File: config.mk
export PLATFORM = sky130hd
export DESIGN_NAME = sem_mode_ctrl
export DESIGN_NICKNAME = d
export VERILOG_FILES = /design/src/hw/sem_pkg.sv /design/src/hw/sem_load_if.sv /design/src/hw/sem_sync.sv /design/src/hw/sem_autoload.sv /design/src/hw/sem_mode_ctrl.sv
export VERILOG_INCLUDE_DIRS = /design/src /design/src/hw
export SDC_FILE = /design/constraint.sdc
export NUM_CORES = 1
export LEC_CHECK = 0
export ABC_AREA = 0
export BUFFER_PORTS_ARGS = -buffer_cell sky130_fd_sc_hd__clkbuf_2
export CORE_MARGIN = 3
export CORE_UTILIZATION = 50
export DETAILED_ROUTE_END_ITERATION = 12
export PLACE_DENSITY = 0.8
export SYNTH_ARGS = -nofsm -noshare
export SYNTH_HDL_FRONTEND = slang
export SYNTH_HIERARCHICAL = 1
export SYNTH_SLANG_ARGS = --single-unit
export TNS_END_PERCENT = 50
File: constraint.sdc
create_clock -name clk_sys_i -period 2 [get_ports clk_sys_i]
set_input_delay 0.2 -clock clk_sys_i [delete_from_list [all_inputs] [get_ports clk_sys_i]]
set_output_delay 0.2 -clock clk_sys_i [all_outputs]
set_load 0.05 [all_outputs]
File: src/hw/sem_regs.svh
/*
 * register indexes, field positions, reset values and timing counts of the serial rom mode control.
 * assumes a 250 MHz system clock and a 32-bit wishbone register bus (byte address = 4 * index).
 */
// Functional notes
// - mode field bits 7-6 of command register selects operation; zero means normal.
// - writing the auto-load code reloads configuration from the serial rom, as after reset.
// - auto-load takes about two milliseconds before normal operation resumes.
// - on auto-load completion mode returns to normal and other registers to defaults.
// - programming code suspends all network activity and host bus-master transfers.
// - in programming mode bits 3-0 map to chip-select, clock, data-in, data-out pins.
// - configuration registers change only while the write-enable code is set.
// - the four pin bits track pin states in auto-load and programming modes.
// - pin bits are valid only while the flash-select bit is cleared.
// - clock, data-in and data-out bits are valid only after boot rom handling completes.
// - a read-only bit reports whether the attached rom is a larger type.
`ifndef SEM_REGS_SVH
`define SEM_REGS_SVH
// ************************************
// register indexes
// ************************************
`define SEM_IDX_CMD         8'h50
`define SEM_IDX_CFG0        8'h51
`define SEM_IDX_STATUS      8'h54
`define SEM_IDX_CTRL        8'h55
`define SEM_IDX_CFG_USER    8'h56
// ************************************
// fields and codes
// ************************************
`define SEM_MODE_MSB        7
`define SEM_MODE_LSB        6
`define SEM_CS_BIT          3
`define SEM_SK_BIT          2
`define SEM_DI_BIT          1
`define SEM_DO_BIT          0
`define SEM_MODE_NORMAL     2'h0
`define SEM_MODE_AUTOLOAD   2'h1
`define SEM_MODE_PROGRAM    2'h2
`define SEM_MODE_CFG_WE     2'h3
`define SEM_BRS_RST         3'h0
`define SEM_CFG_USER_RST    8'h00
// ************************************
// timing
// ************************************
`define SEM_CLK_PERIOD_NS   4
`define SEM_AUTOLOAD_TIME_NS 2000000
`define SEM_AUTOLOAD_CYCLES (`SEM_AUTOLOAD_TIME_NS / `SEM_CLK_PERIOD_NS)
`define SEM_SK_HALF_NS      500
`define SEM_SK_HALF_CYCLES  (`SEM_SK_HALF_NS / `SEM_CLK_PERIOD_NS)
`define SEM_LOAD_BITS       16
`endif

File: src/hw/sem_pkg.sv
/*
 * types shared by the serial rom mode control modules.
 * assumes the constants of sem_regs.svh for widths.
 */
package sem_pkg;
   // top level sequence: start a load, wait for it, run
   typedef enum logic [1:0] {SEM_KICK, SEM_LOAD, SEM_RUN} sem_state_t;

   // complete state of the control block
   typedef struct packed {
      sem_state_t  st;
      logic [1:0]  mode;
      logic        cs;
      logic        sk;
      logic        di;
      logic        flash;
      logic        rom_type;
      logic [2:0]  brs;
      logic [7:0]  cfg;
      logic [15:0] shift;
      logic [4:0]  nbits;
      logic        susp;
      logic        kick;
      logic        ack;
      logic [31:0] dat;
   } sem_ctrl_t;

   // complete state of the load sequencer
   typedef struct packed {
      logic [19:0] cnt;
      logic [15:0] half;
      logic        busy;
      logic        sk;
      logic        sample;
      logic        done;
   } sem_seq_t;

   // one synchroniser bit
   typedef struct packed {
      logic meta;
      logic stable;
   } sem_sync_t;
endpackage

File: src/hw/sem_load_if.sv
/*
 * carrier between the control block and its load sequencer.
 * assumes both ends run on the one system clock.
 */
interface sem_load_if;
   logic start;   // request to begin a load, held for two cycles until busy is seen
   logic busy;    // load in progress
   logic sk;      // serial clock level during a load
   logic sample;  // one-cycle pulse at each rising serial clock
   logic done;    // one-cycle pulse when the load time has run out

   modport ctrl (output start, input busy, sk, sample, done);
   modport seq  (input start, output busy, sk, sample, done);
endinterface

File: src/hw/sem_sync.sv
/*
 * two flip-flop synchroniser for pin inputs.
 * assumes inputs are asynchronous to clk_sys_i.
 */
module sem_sync #(
   parameter int WIDTH = 2
) (
   // clock and reset
   input  wire logic             clk_sys_i,
   input  wire logic             rst_n_i,
   // pins and synchronised levels
   input  wire logic [WIDTH-1:0] async_i,
   output logic      [WIDTH-1:0] sync_o
);
   for (genvar g = 0; g < WIDTH; g++) begin : g_bit
      sem_pkg::sem_sync_t q, d;
      // the first stage is read only by the second
      always_comb begin
         d.meta   = async_i[g];
         d.stable = q.meta;
      end
      always_ff @(posedge clk_sys_i or negedge rst_n_i) begin
         if (!rst_n_i) q <= '0;
         else          q <= d;
      end
      assign sync_o[g] = q.stable;
   end
endmodule // sem_sync

File: src/hw/sem_autoload.sv
/*
 * load sequencer: times the reload window and paces the serial rom clock.
 * start is ignored while busy, so a request held into the first busy cycle opens one window.
 */
`include "sem_regs.svh"
module sem_autoload #(
   parameter int LOAD_CYCLES = `SEM_AUTOLOAD_CYCLES,
   parameter int HALF_CYCLES = `SEM_SK_HALF_CYCLES
) (
   input  wire logic clk_sys_i,
   input  wire logic rst_n_i,
   sem_load_if.seq   ld
);
   // counters are 20 and 16 bits wide; larger values would be truncated and end the window or half period early
   if (LOAD_CYCLES < 2 || LOAD_CYCLES > 1048575 || HALF_CYCLES < 1 || HALF_CYCLES > 65535) begin : g_bad_timing
      $error("sem_autoload: timing parameter out of range");
   end
   sem_pkg::sem_seq_t q, d;
   // the window ends by count, not by bit count, so it never outlasts its time
   always_comb begin
      d = q;
      d.sample = 1'b0;
      d.done   = 1'b0;
      if (!q.busy) begin
         if (ld.start) begin
            d.busy = 1'b1;
            d.cnt  = '0;
            d.half = '0;
            d.sk   = 1'b0;
         end
      end else if (q.cnt == 20'(LOAD_CYCLES - 1)) begin
         d.busy = 1'b0;
         d.done = 1'b1;
         d.sk   = 1'b0;
      end else begin
         d.cnt = q.cnt + 20'h00001;
         if (q.half == 16'(HALF_CYCLES - 1)) begin
            d.half   = '0;
            d.sk     = ~q.sk;
            d.sample = ~q.sk;
         end else begin
            d.half = q.half + 16'h0001;
         end
      end
   end
   always_ff @(posedge clk_sys_i or negedge rst_n_i) begin
      if (!rst_n_i) q <= '0;
      else          q <= d;
   end
   assign ld.busy   = q.busy;
   assign ld.sk     = q.sk;
   assign ld.sample = q.sample;
   assign ld.done   = q.done;
endmodule // sem_autoload

File: src/hw/sem_mode_ctrl.sv
/*
 * serial rom mode control: command register with its four operating modes, direct pin
 * access for programming, a timed reload of configuration from the rom, and the write
 * guard on configuration registers. registers are reached over classic wishbone.
 * assumes the rom pins are plain outputs plus one data-out input from the rom, a
 * rom type strap pin, and a boot rom completion level from logic on the same clock.
 */
`include "sem_regs.svh"
module sem_mode_ctrl #(
   parameter int ADDR_W      = 10,
   parameter int LOAD_CYCLES = `SEM_AUTOLOAD_CYCLES,
   parameter int HALF_CYCLES = `SEM_SK_HALF_CYCLES
) (
   // clock and reset
   input  wire logic        clk_sys_i,
   input  wire logic        rst_n_i,
   // wishbone slave
   input  wire logic        wb_cyc_i,
   input  wire logic        wb_stb_i,
   input  wire logic        wb_we_i,
   input  wire logic [ADDR_W-1:0] wb_adr_i,
   input  wire logic [3:0]  wb_sel_i,
   input  wire logic [31:0] wb_dat_i,
   output logic             wb_ack_o,
   output logic      [31:0] wb_dat_o,
   // serial rom pins
   output logic             rom_cs_o,
   output logic             rom_sk_o,
   output logic             rom_di_o,
   input  wire logic        rom_do_i,
   // straps and boot rom status
   input  wire logic        rom_type_pin_i,
   input  wire logic        boot_rom_done_i,
   // controls toward the rest of the controller
   output logic             net_suspend_o,
   output logic             dma_suspend_o,
   output logic      [2:0]  boot_rom_size_o,
   output logic      [7:0]  cfg_user_o
);
   // ************************************
   // elaboration checks
   // ************************************
   // the index decode reads address bits 9:2, so narrower buses cannot be served
   if (ADDR_W < 10 || ADDR_W > 32) begin : g_bad_addr_w
      $error("sem_mode_ctrl: ADDR_W must be 10 to 32");
   end

   // ************************************
   // decoding helpers
   // ************************************
   // true when the byte address selects a given register index
   function automatic logic idx_hit(input logic [ADDR_W-1:0] adr, input logic [7:0] idx);
      logic upper_zero;
      upper_zero = 1'b1;
      for (int i = 10; i < ADDR_W; i++) begin
         if (adr[i]) upper_zero = 1'b0;
      end
      idx_hit = upper_zero && (adr[9:2] == idx);
   endfunction

   // true for the modes in which the pin bits follow the pins
   function automatic logic pins_tracked(input logic [1:0] mode);
      pins_tracked = (mode == `SEM_MODE_AUTOLOAD) || (mode == `SEM_MODE_PROGRAM);
   endfunction

   // ************************************
   // pin synchronisers
   // ************************************
   logic [1:0] pin_sync;
   logic       do_s;     // synchronised rom data-out
   logic       type_s;   // synchronised rom type strap

   sem_sync #(
      .WIDTH (2)
   ) u_sync (
      .clk_sys_i (clk_sys_i),
      .rst_n_i   (rst_n_i),
      .async_i   ({rom_type_pin_i, rom_do_i}),
      .sync_o    (pin_sync)
   );

   assign do_s   = pin_sync[0];
   assign type_s = pin_sync[1];

   // ************************************
   // load sequencer
   // ************************************
   sem_load_if ld ();

   sem_autoload #(
      .LOAD_CYCLES (LOAD_CYCLES),
      .HALF_CYCLES (HALF_CYCLES)
   ) u_load (
      .clk_sys_i (clk_sys_i),
      .rst_n_i   (rst_n_i),
      .ld        (ld.seq)
   );

   // ************************************
   // state
   // ************************************
   sem_pkg::sem_ctrl_t q;
   sem_pkg::sem_ctrl_t d;

   // bus request decode
   logic        req;
   logic        wr;
   logic        hit_cmd;
   logic        hit_cfg0;
   logic        hit_status;
   logic        hit_ctrl;
   logic        hit_cfg_user;

   // read-back views
   logic        pin_valid;
   logic        late_valid;
   logic [7:0]  cmd_view;
   logic [7:0]  status_view;
   logic [31:0] rd_word;
   logic [1:0]  new_mode;

   // a request is answered once; the ack gate keeps a held strobe from repeating it
   always_comb begin
      req          = wb_cyc_i && wb_stb_i && !q.ack;
      wr           = req && wb_we_i && wb_sel_i[0];
      hit_cmd      = idx_hit(wb_adr_i, `SEM_IDX_CMD);
      hit_cfg0     = idx_hit(wb_adr_i, `SEM_IDX_CFG0);
      hit_status   = idx_hit(wb_adr_i, `SEM_IDX_STATUS);
      hit_ctrl     = idx_hit(wb_adr_i, `SEM_IDX_CTRL);
      hit_cfg_user = idx_hit(wb_adr_i, `SEM_IDX_CFG_USER);
      new_mode     = wb_dat_i[`SEM_MODE_MSB:`SEM_MODE_LSB];
   end

   // ************************************
   // register read views
   // ************************************
   // pin bits are gated rather than frozen so software never sees a stale pin level
   always_comb begin
      pin_valid  = pins_tracked(q.mode) && !q.flash;
      late_valid = pin_valid && boot_rom_done_i;
      cmd_view   = 8'h00;
      cmd_view[`SEM_MODE_MSB:`SEM_MODE_LSB] = q.mode;
      cmd_view[`SEM_CS_BIT] = pin_valid && q.cs;
      cmd_view[`SEM_SK_BIT] = late_valid && q.sk;
      cmd_view[`SEM_DI_BIT] = late_valid && q.di;
      cmd_view[`SEM_DO_BIT] = late_valid && do_s;
      status_view    = 8'h00;
      status_view[0] = q.rom_type;
      status_view[1] = (q.st != sem_pkg::SEM_RUN);
      status_view[2] = boot_rom_done_i;
      status_view[3] = q.susp;
   end

   // unmapped words read as zero and still get an answer
   always_comb begin
      rd_word = 32'h0000_0000;
      if (hit_cmd)           rd_word[7:0] = cmd_view;
      else if (hit_cfg0)     rd_word[7:0] = {5'h00, q.brs};
      else if (hit_status)   rd_word[7:0] = status_view;
      else if (hit_ctrl)     rd_word[7:0] = {7'h00, q.flash};
      else if (hit_cfg_user) rd_word[7:0] = q.cfg;
   end

   // ************************************
   // next state
   // ************************************
   always_comb begin
      d      = q;
      d.kick = 1'b0;
      d.ack  = req;
      if (req) begin
         d.dat = wb_we_i ? 32'h0000_0000 : rd_word;
      end

      case (q.st)
         // hand the sequencer its start pulse and catch the rom type strap
         sem_pkg::SEM_KICK: begin
            d.kick     = 1'b1;
            d.rom_type = type_s;
            d.mode     = `SEM_MODE_AUTOLOAD;
            d.shift    = '0;
            d.nbits    = '0;
            d.cs       = 1'b1;
            d.sk       = 1'b0;
            d.di       = 1'b0;
            d.susp     = 1'b1;
            if (ld.busy) begin
               d.kick = 1'b0;
               d.st   = sem_pkg::SEM_LOAD;
            end
         end

         // the sequencer drives the clock; rom data-out is shifted in on each of the first 16 rises
         sem_pkg::SEM_LOAD: begin
            d.cs = 1'b1;
            d.sk = ld.sk;
            d.di = 1'b0;
            if (ld.sample && (q.nbits != 5'(`SEM_LOAD_BITS))) begin
               d.shift = {q.shift[14:0], do_s};
               d.nbits = q.nbits + 5'h01;
            end
            if (ld.done) begin
               d.st    = sem_pkg::SEM_RUN;
               d.mode  = `SEM_MODE_NORMAL;
               d.cs    = 1'b0;
               d.sk    = 1'b0;
               d.di    = 1'b0;
               d.flash = 1'b0;
               d.susp  = 1'b0;
               d.brs   = q.shift[2:0];
               d.cfg   = q.shift[15:8];
            end
         end

         // normal running: software owns the command register
         sem_pkg::SEM_RUN: begin
            if (wr && hit_cmd) begin
               d.mode = new_mode;
               case (new_mode)
                  `SEM_MODE_AUTOLOAD: begin
                     d.st = sem_pkg::SEM_KICK;
                  end
                  `SEM_MODE_PROGRAM: begin
                     // data-out bit is an input; its write value is dropped
                     d.cs = wb_dat_i[`SEM_CS_BIT];
                     d.sk = wb_dat_i[`SEM_SK_BIT];
                     d.di = wb_dat_i[`SEM_DI_BIT];
                  end
                  default: begin
                     d.cs = 1'b0;
                     d.sk = 1'b0;
                     d.di = 1'b0;
                  end
               endcase
               d.susp = (new_mode == `SEM_MODE_PROGRAM);
            end
            if (wr && hit_ctrl) begin
               d.flash = wb_dat_i[0];
            end
            // guard against stray writes corrupting the configuration
            if (wr && hit_cfg_user && (q.mode == `SEM_MODE_CFG_WE)) begin
               d.cfg = wb_dat_i[7:0];
            end
         end

         default: begin
            d.st = sem_pkg::SEM_KICK;
         end
      endcase
   end

   // ************************************
   // state register
   // ************************************
   // reset behaves as a bus reset: a reload follows straight after release
   always_ff @(posedge clk_sys_i or negedge rst_n_i) begin
      if (!rst_n_i) begin
         q          <= '0;
         q.st       <= sem_pkg::SEM_KICK;
         q.mode     <= `SEM_MODE_AUTOLOAD;
         q.susp     <= 1'b1;
         q.brs      <= `SEM_BRS_RST;
         q.cfg      <= `SEM_CFG_USER_RST;
      end else begin
         q <= d;
      end
   end

   // ************************************
   // outputs
   // ************************************
   assign ld.start        = q.kick;
   assign wb_ack_o        = q.ack;
   assign wb_dat_o        = q.dat;
   assign rom_cs_o        = q.cs;
   assign rom_sk_o        = q.sk;
   assign rom_di_o        = q.di;
   assign net_suspend_o   = q.susp;
   assign dma_suspend_o   = q.susp;
   assign boot_rom_size_o = q.brs;
   assign cfg_user_o      = q.cfg;
endmodule // sem_mode_ctrl

# ---- Word-level counts from Yosys, hierarchy flattened
# Index checks and enable logic that the tools add are counted.
dict set report word_totals {
  ff_bits 120
  latchBits 0
  ram_bits 0
  romBits 0
  inputBits 54
  output_inout_bits 49
  elab_cells 122
  memories 0
}
dict set report op_classes {
  addsub 3
  n_mul 0
  div 0
  order_cmp 0
  eq_ne 26
  shift 0
  n_mux 35
  bitwise 1
  n_reduce_logical 32
}
# op n
set op_table {}
lappend op_table {{two-way mux 38 bit} 2}
lappend op_table {{two-way mux 8 bit} 9}
lappend op_table {{one-hot mux 21 bit (2 select lines)} 1}
lappend op_table {{equality test 8 x 7 -> 1 bit, second input constant} 5}
lappend op_table {{two-way mux 36 bit} 1}
lappend op_table {{two-way mux 21 bit} 1}
lappend op_table {{adder 20 x 1 -> 20 bit, second input constant} 1}
lappend op_table {{equality test 20 x 19 -> 1 bit, second input constant} 1}
lappend op_table {{adder 16 x 1 -> 16 bit, second input constant} 1}
lappend op_table {{equality test 16 x 7 -> 1 bit, second input constant} 1}
lappend op_table {{two-way mux 16 bit} 1}
lappend op_table {{one-hot mux 8 bit (2 select lines)} 1}
lappend op_table {{logical AND 1 bit} 15}
lappend op_table {{one-hot mux 5 bit (3 select lines)} 1}
lappend op_table {{!= test 2 bit, second input constant} 7}
lappend op_table {{AND reduction 3 bit} 4}
lappend op_table {{two-way mux 1 bit} 9}
lappend op_table {{equality test 2 bit, second input constant} 4}
lappend op_table {{two-way mux 2 bit} 4}
lappend op_table {{AND reduction 2 bit} 4}
lappend op_table {{two-way mux 7 bit} 1}
lappend op_table {{equality test 2 x 1 -> 1 bit, second input constant} 3}
lappend op_table {{!= test 2 x 1 -> 1 bit, second input constant} 3}
lappend op_table {{one-hot mux 2 bit (3 select lines)} 1}
lappend op_table {{13 further kinds} 16}

# ---- Longest topological paths before layout
dict set report logic_depth {
  ltp_word 8
  ltp_mapped 8
  ltp_nobuf 7
}

# ---- By module
# Netlist, hierarchy kept.
# mod n_inst cells_each area_per_inst_um2 seq_area_each_um2
set modules_own_cells {}
lappend modules_own_cells {sem_mode_ctrl 1 306 2984.1 1303.8}
lappend modules_own_cells {sem_autoload 1 236 2160.8 1001.0}
lappend modules_own_cells {sem_sync 1 4 100.1 100.1}

# ---- Worst setup path before layout
# Ideal clock, no wire load.
dict set report synth_path {
  path_type {reg2reg}
  start {register q, in the netlist wb_ack_o}
  end {register q, in the netlist rom_cs_o}
  setup_time_ns 0.125
  t_arrival_ns 2.162
  required_time_ns 1.875
  setup_slack_ns -0.288
  path_stages_with_launch 6
  path_buffers 1
  synth_period_minus_slack_ns 2.288
  path_cell_list {dfrtp_1 nand3b_1 or4_4 buf_6 a211o_4 mux2_4}
}
dict set report synth_via {
  elab_chain_cells 7
}
# element line_no
set synth_rtl {}
lappend synth_rtl {{from (decl)} sem_mode_ctrl.sv:102} ;# sem_pkg::sem_ctrl_t q;
lappend synth_rtl {{zero test 1 bit} sem_mode_ctrl.sv:124} ;# req = wb_cyc_i && wb_stb_i && !q.ack;
lappend synth_rtl {{logical AND 1 bit} sem_mode_ctrl.sv:124}
lappend synth_rtl {{logical AND 1 bit (2 in a row)} sem_mode_ctrl.sv:125} ;# wr = req && wb_we_i && wb_sel_i[0];
lappend synth_rtl {{logical AND 1 bit} sem_mode_ctrl.sv:217} ;# if (wr && hit_cmd) begin
lappend synth_rtl {{!= test 2 bit (no source line)} n/a}
lappend synth_rtl {{AND reduction 3 bit (no source line)} n/a}
# Every way passes these cells.
# A chain may end at the register's enable or synchronous reset.

# ---- Worst setup path after layout
dict set report layout_path {
  start {register u_load/q[13] (netlist bit)}
  end {register u_load/q[4] (netlist bit)}
}
dict set report layout_via {
  elab_chain_cells 4
}
# element line_no
set layout_rtl {}
lappend layout_rtl {{from (decl)} sem_autoload.sv:18} ;# sem_pkg::sem_seq_t q, d;
lappend layout_rtl {{from (signal assigned)} sem_autoload.sv:47} ;# if (!rst_n_i) q <= '0;
lappend layout_rtl {{from (signal assigned)} sem_autoload.sv:48} ;# else q <= d;
lappend layout_rtl {{equality test 16 x 7 -> 1 bit} sem_autoload.sv:37} ;# if (q.half == 16'(HALF_CYCLES - 1)) begin
lappend layout_rtl {{two-way mux 16 bit} sem_autoload.sv:37}
lappend layout_rtl {{two-way mux 36 bit} sem_autoload.sv:31} ;# end else if (q.cnt == 20'(LOAD_CYCLES - 1)) begin
lappend layout_rtl {{two-way mux 38 bit} sem_autoload.sv:24} ;# if (!q.busy) begin
# Every way passes these cells. The select of a mux whose other input is x is not followed.

==> results.toml <==
[synthesis]
synth.distinct_cells = 63
ys_seq_area_share_pct = 45.85
synthArstFlopShare_pct = 100.0
synthCells = 546
synth_area_per_cell_um2 = 9.606
synth.top_cell.area_share_pct = 44.85
yosys-top-cells-area = "dfrtp_1 (45%), buf_4 (6.3%), nand2_1 (5.1%)"
synth-edff-count = 0
yosysWarningCount = 6
synth-seq-cells = 96
syn_area_um2 = 5245
yosys.area.top_type = "dfrtp_1"
ys_dominant_reg_cell = "dfrtp_1"

[sta]
hold_viol = 0
post-route-period-util_pct = 99.87
whs_ps = 136.7
rsz0062_at_grt = "yes"
worstMarginPinSlew_ps = 676.7
slew_violations = 0
layout_min_cycle_time_ps = 1997
finalWorstSetupSlack_ps = 2.529
skew_ps = 11.60
fmax_ghz = 0.5006
setup_viol = 0
maxSlewHeadroom_pct = 54.84

[finish]
post-route-util_pct = 59.11
antenna_cells = 0
final_nets = 671
final-seq-area_um2 = 2406
layout_commonest_cell = "dfrtp_1"
num-fill-cells = 854
drive_gt1_share_pct = 23.86
final_cell_mix = "dfrtp_1 (93), nand2_1 (71), clkbuf_2 (48), o21ai_0 (47), buf_4 (39)"
multi_input_area_um2 = 2489
stdcell_area_um2 = 5911
area_growth_pct = 12.69

[clock_tree]
clockBufferDepth = 2
cts_tree = "done"
clk_latency_ps = 370
htreeDepth = 3
cts-root-buf = "clkbuf_8"
clkTransAtPathRegs_ps = 100
cts.sinks = 96
numCtsBuffers = 9

[setup_path]
critPathLaunchType = "flip-flop"
required_ps = 2260
crit_fanout = 5
cp.arrival_ps = 2260
crit_chain = "or4_4 > o41ai_4 > buf_4 > a21oi_4 > mux2_4"
slowest_stage = "or4_4"
end_kind = "flip-flop"
slowest_delay_ps = 550
path_class = "reg -> reg"

[power]
p_clk_share_pct = 21.5
p_leak_nw = 2.664
pwr-share-seq_pct = 42.4
power_density_nw_per_um2 = 966.2
finalPower_mw = 5.711
p_sw_mw = 2.325
swShare_pct = 40.71
p_comb_share_pct = 36.0
p_int_mw = 3.386
vdd_drop_max_mv = 0.5662

[placement]
place_ws_ps = -123.5
placed_cell_area_um2 = 5620
hpwl_mm = 8.533
portBuffers = 49
gp_congestion = 0.8672

[drt]
drc_errors = 0
drt_iter0_drc = 277
routed_wl_mm = 11.98
num_vias = 4310
dr.pass1.iters = 5
wl_per_cell_um = 16.08
ant_nets = 0
avgViaCountPerCell = 5.785

[global_routing]
grt_usage_pct = 20.65
grt_pass1_wl_mm = 19.44
antenna_found_initial = 0
grt_pass1_vias = 4026
grt_max_degree = 48
grt-ovfl-total = 0

[floorplanning]
die_area_um2 = 11750
start_util_pct = 52.45
die_y_um = 108.4
num_io_pins = 103
core-area_um2 = 10000
rows = 36
die_w_um = 108.4

[run]
maxCapViolCount = 0

[hold_path]
hold_class = "in -> reg"

[status]
status = "finished clean"
-- repair_timing --
item,4_1_cts,5_1_grt
gates cloned,0,2
hold buffers,3,0
buffers inserted,0,1
setup endpoints to repair,7,20
hold endpoints to repair,28,0
gates resized for setup,4,11
pin swaps,1,5
-- routing by layer --
layer	track usage, %	routed length, µm
met4	6.763	209
met1	26.67	5171
met3	3.463	550
met5	0	0
met2	35.30	6049
-- worst max-delay path: cells and delay by family, from the launching register on --
family | cells | cell delay, ps
and+or+nand+nor | 1 | 550
muxes | 1 | 270
DFF | 1 | 410
AOI/OAI and AO/OA | 2 | 440
buffers and inverters | 1 | 220
-- stage by stage --
step,setup TNS [ps],std cells
2_1_floorplan,-396.8,569
3_3_place_gp,-200.0,723
3_5_place_dp,-365.8,723
4_1_cts,-60.39,742
5_1_grt,-167.9,745
6_report,0,745
-- flip-flops by register name (all words and copies together), names as in the netlist, 2 cells and up --
name / flops
boot_rom_size_o: 3
cfg_user_o: 8
cmd_view: 2
q: 25
u_load/q: 36
u_sync/g_bit.d: 2
u_sync/sync_o: 2
wb_dat_o: 8
-- cell type report --
class | count | share of cell area, %
repair buffers | 92 | 10.06
inverters | 18 | 1.164
multi-input cells | 390 | 42.10
flip-flops and latches | 96 | 40.71
clock buffers | 9 | 2.096
clock inverters | 7 | 1.058
well taps | 133 | 2.815
-- path summary, 6_finish.rpt --
path / startpoint / end / slack, ps / depth (start not counted)
worst min-delay path: wb_stb_i / wb_ack_o / 140 / 3
worst max-delay path: u_load/q[13] / u_load/q[4] / 3 / 5
worst max register to register: u_load/q[13] / u_load/q[4] / 3 / 5
min in group asynchronous: rst_n_i / wb_dat_o[3] / 300 / 2
worst min register to register: u_sync/g_bit[1].d[0] / u_sync/sync_o[1] / 350 / 0
max in group asynchronous: rst_n_i / q[48] / 1070 / 3
-- cell usage after synthesis (all sizes together), types with 2 or more instances --
cell / number
a22oi: 6
nor3: 7
o41ai: 4
and3: 7
dfstp: 2
dfrtp: 94
nand3b: 4
nor4: 6
and2: 3
a32o: 4
o21a: 2
a2bb2oi: 2
xor2: 4
nand2: 71
o21ai: 52
xnor2: 5
nand2b: 5
o211ai: 2
a21oi: 19
or3: 3
mux2: 20
buf: 51
nor4bb: 3
nor2b: 7
a31oi: 18
nand4b: 4
nand3: 19
nand4: 10
inv: 17
or4: 6
o22ai: 5
a22o: 4
o31ai: 9
ha: 10
clkbuf: 16
nor2: 21
mux2i: 6
-- logic make-up after synthesis --
group / share of synthesized area, %
xor gates and xnor gates: 1.503
buffers and inverters: 9.709
AOI/OAI and AO/OA: 17.03
DFF: 45.85
adders and majority gates: 2.385
other: 0.07150
muxes: 5.582
and+or+nand+nor: 17.87
-- power by group through the flow --
stage,Sequential [mW],Clock (mW),Combinational (mW)
after global placement,2.44,0,1.85
after detailed placement,2.45,0,1.94
after CTS,2.41,1.25,1.96
after global routing,2.45,1.35,2.23
after floorplan,2.42,0,1.51
final,2.42,1.23,2.06
(Power assumes the default switching activity.)
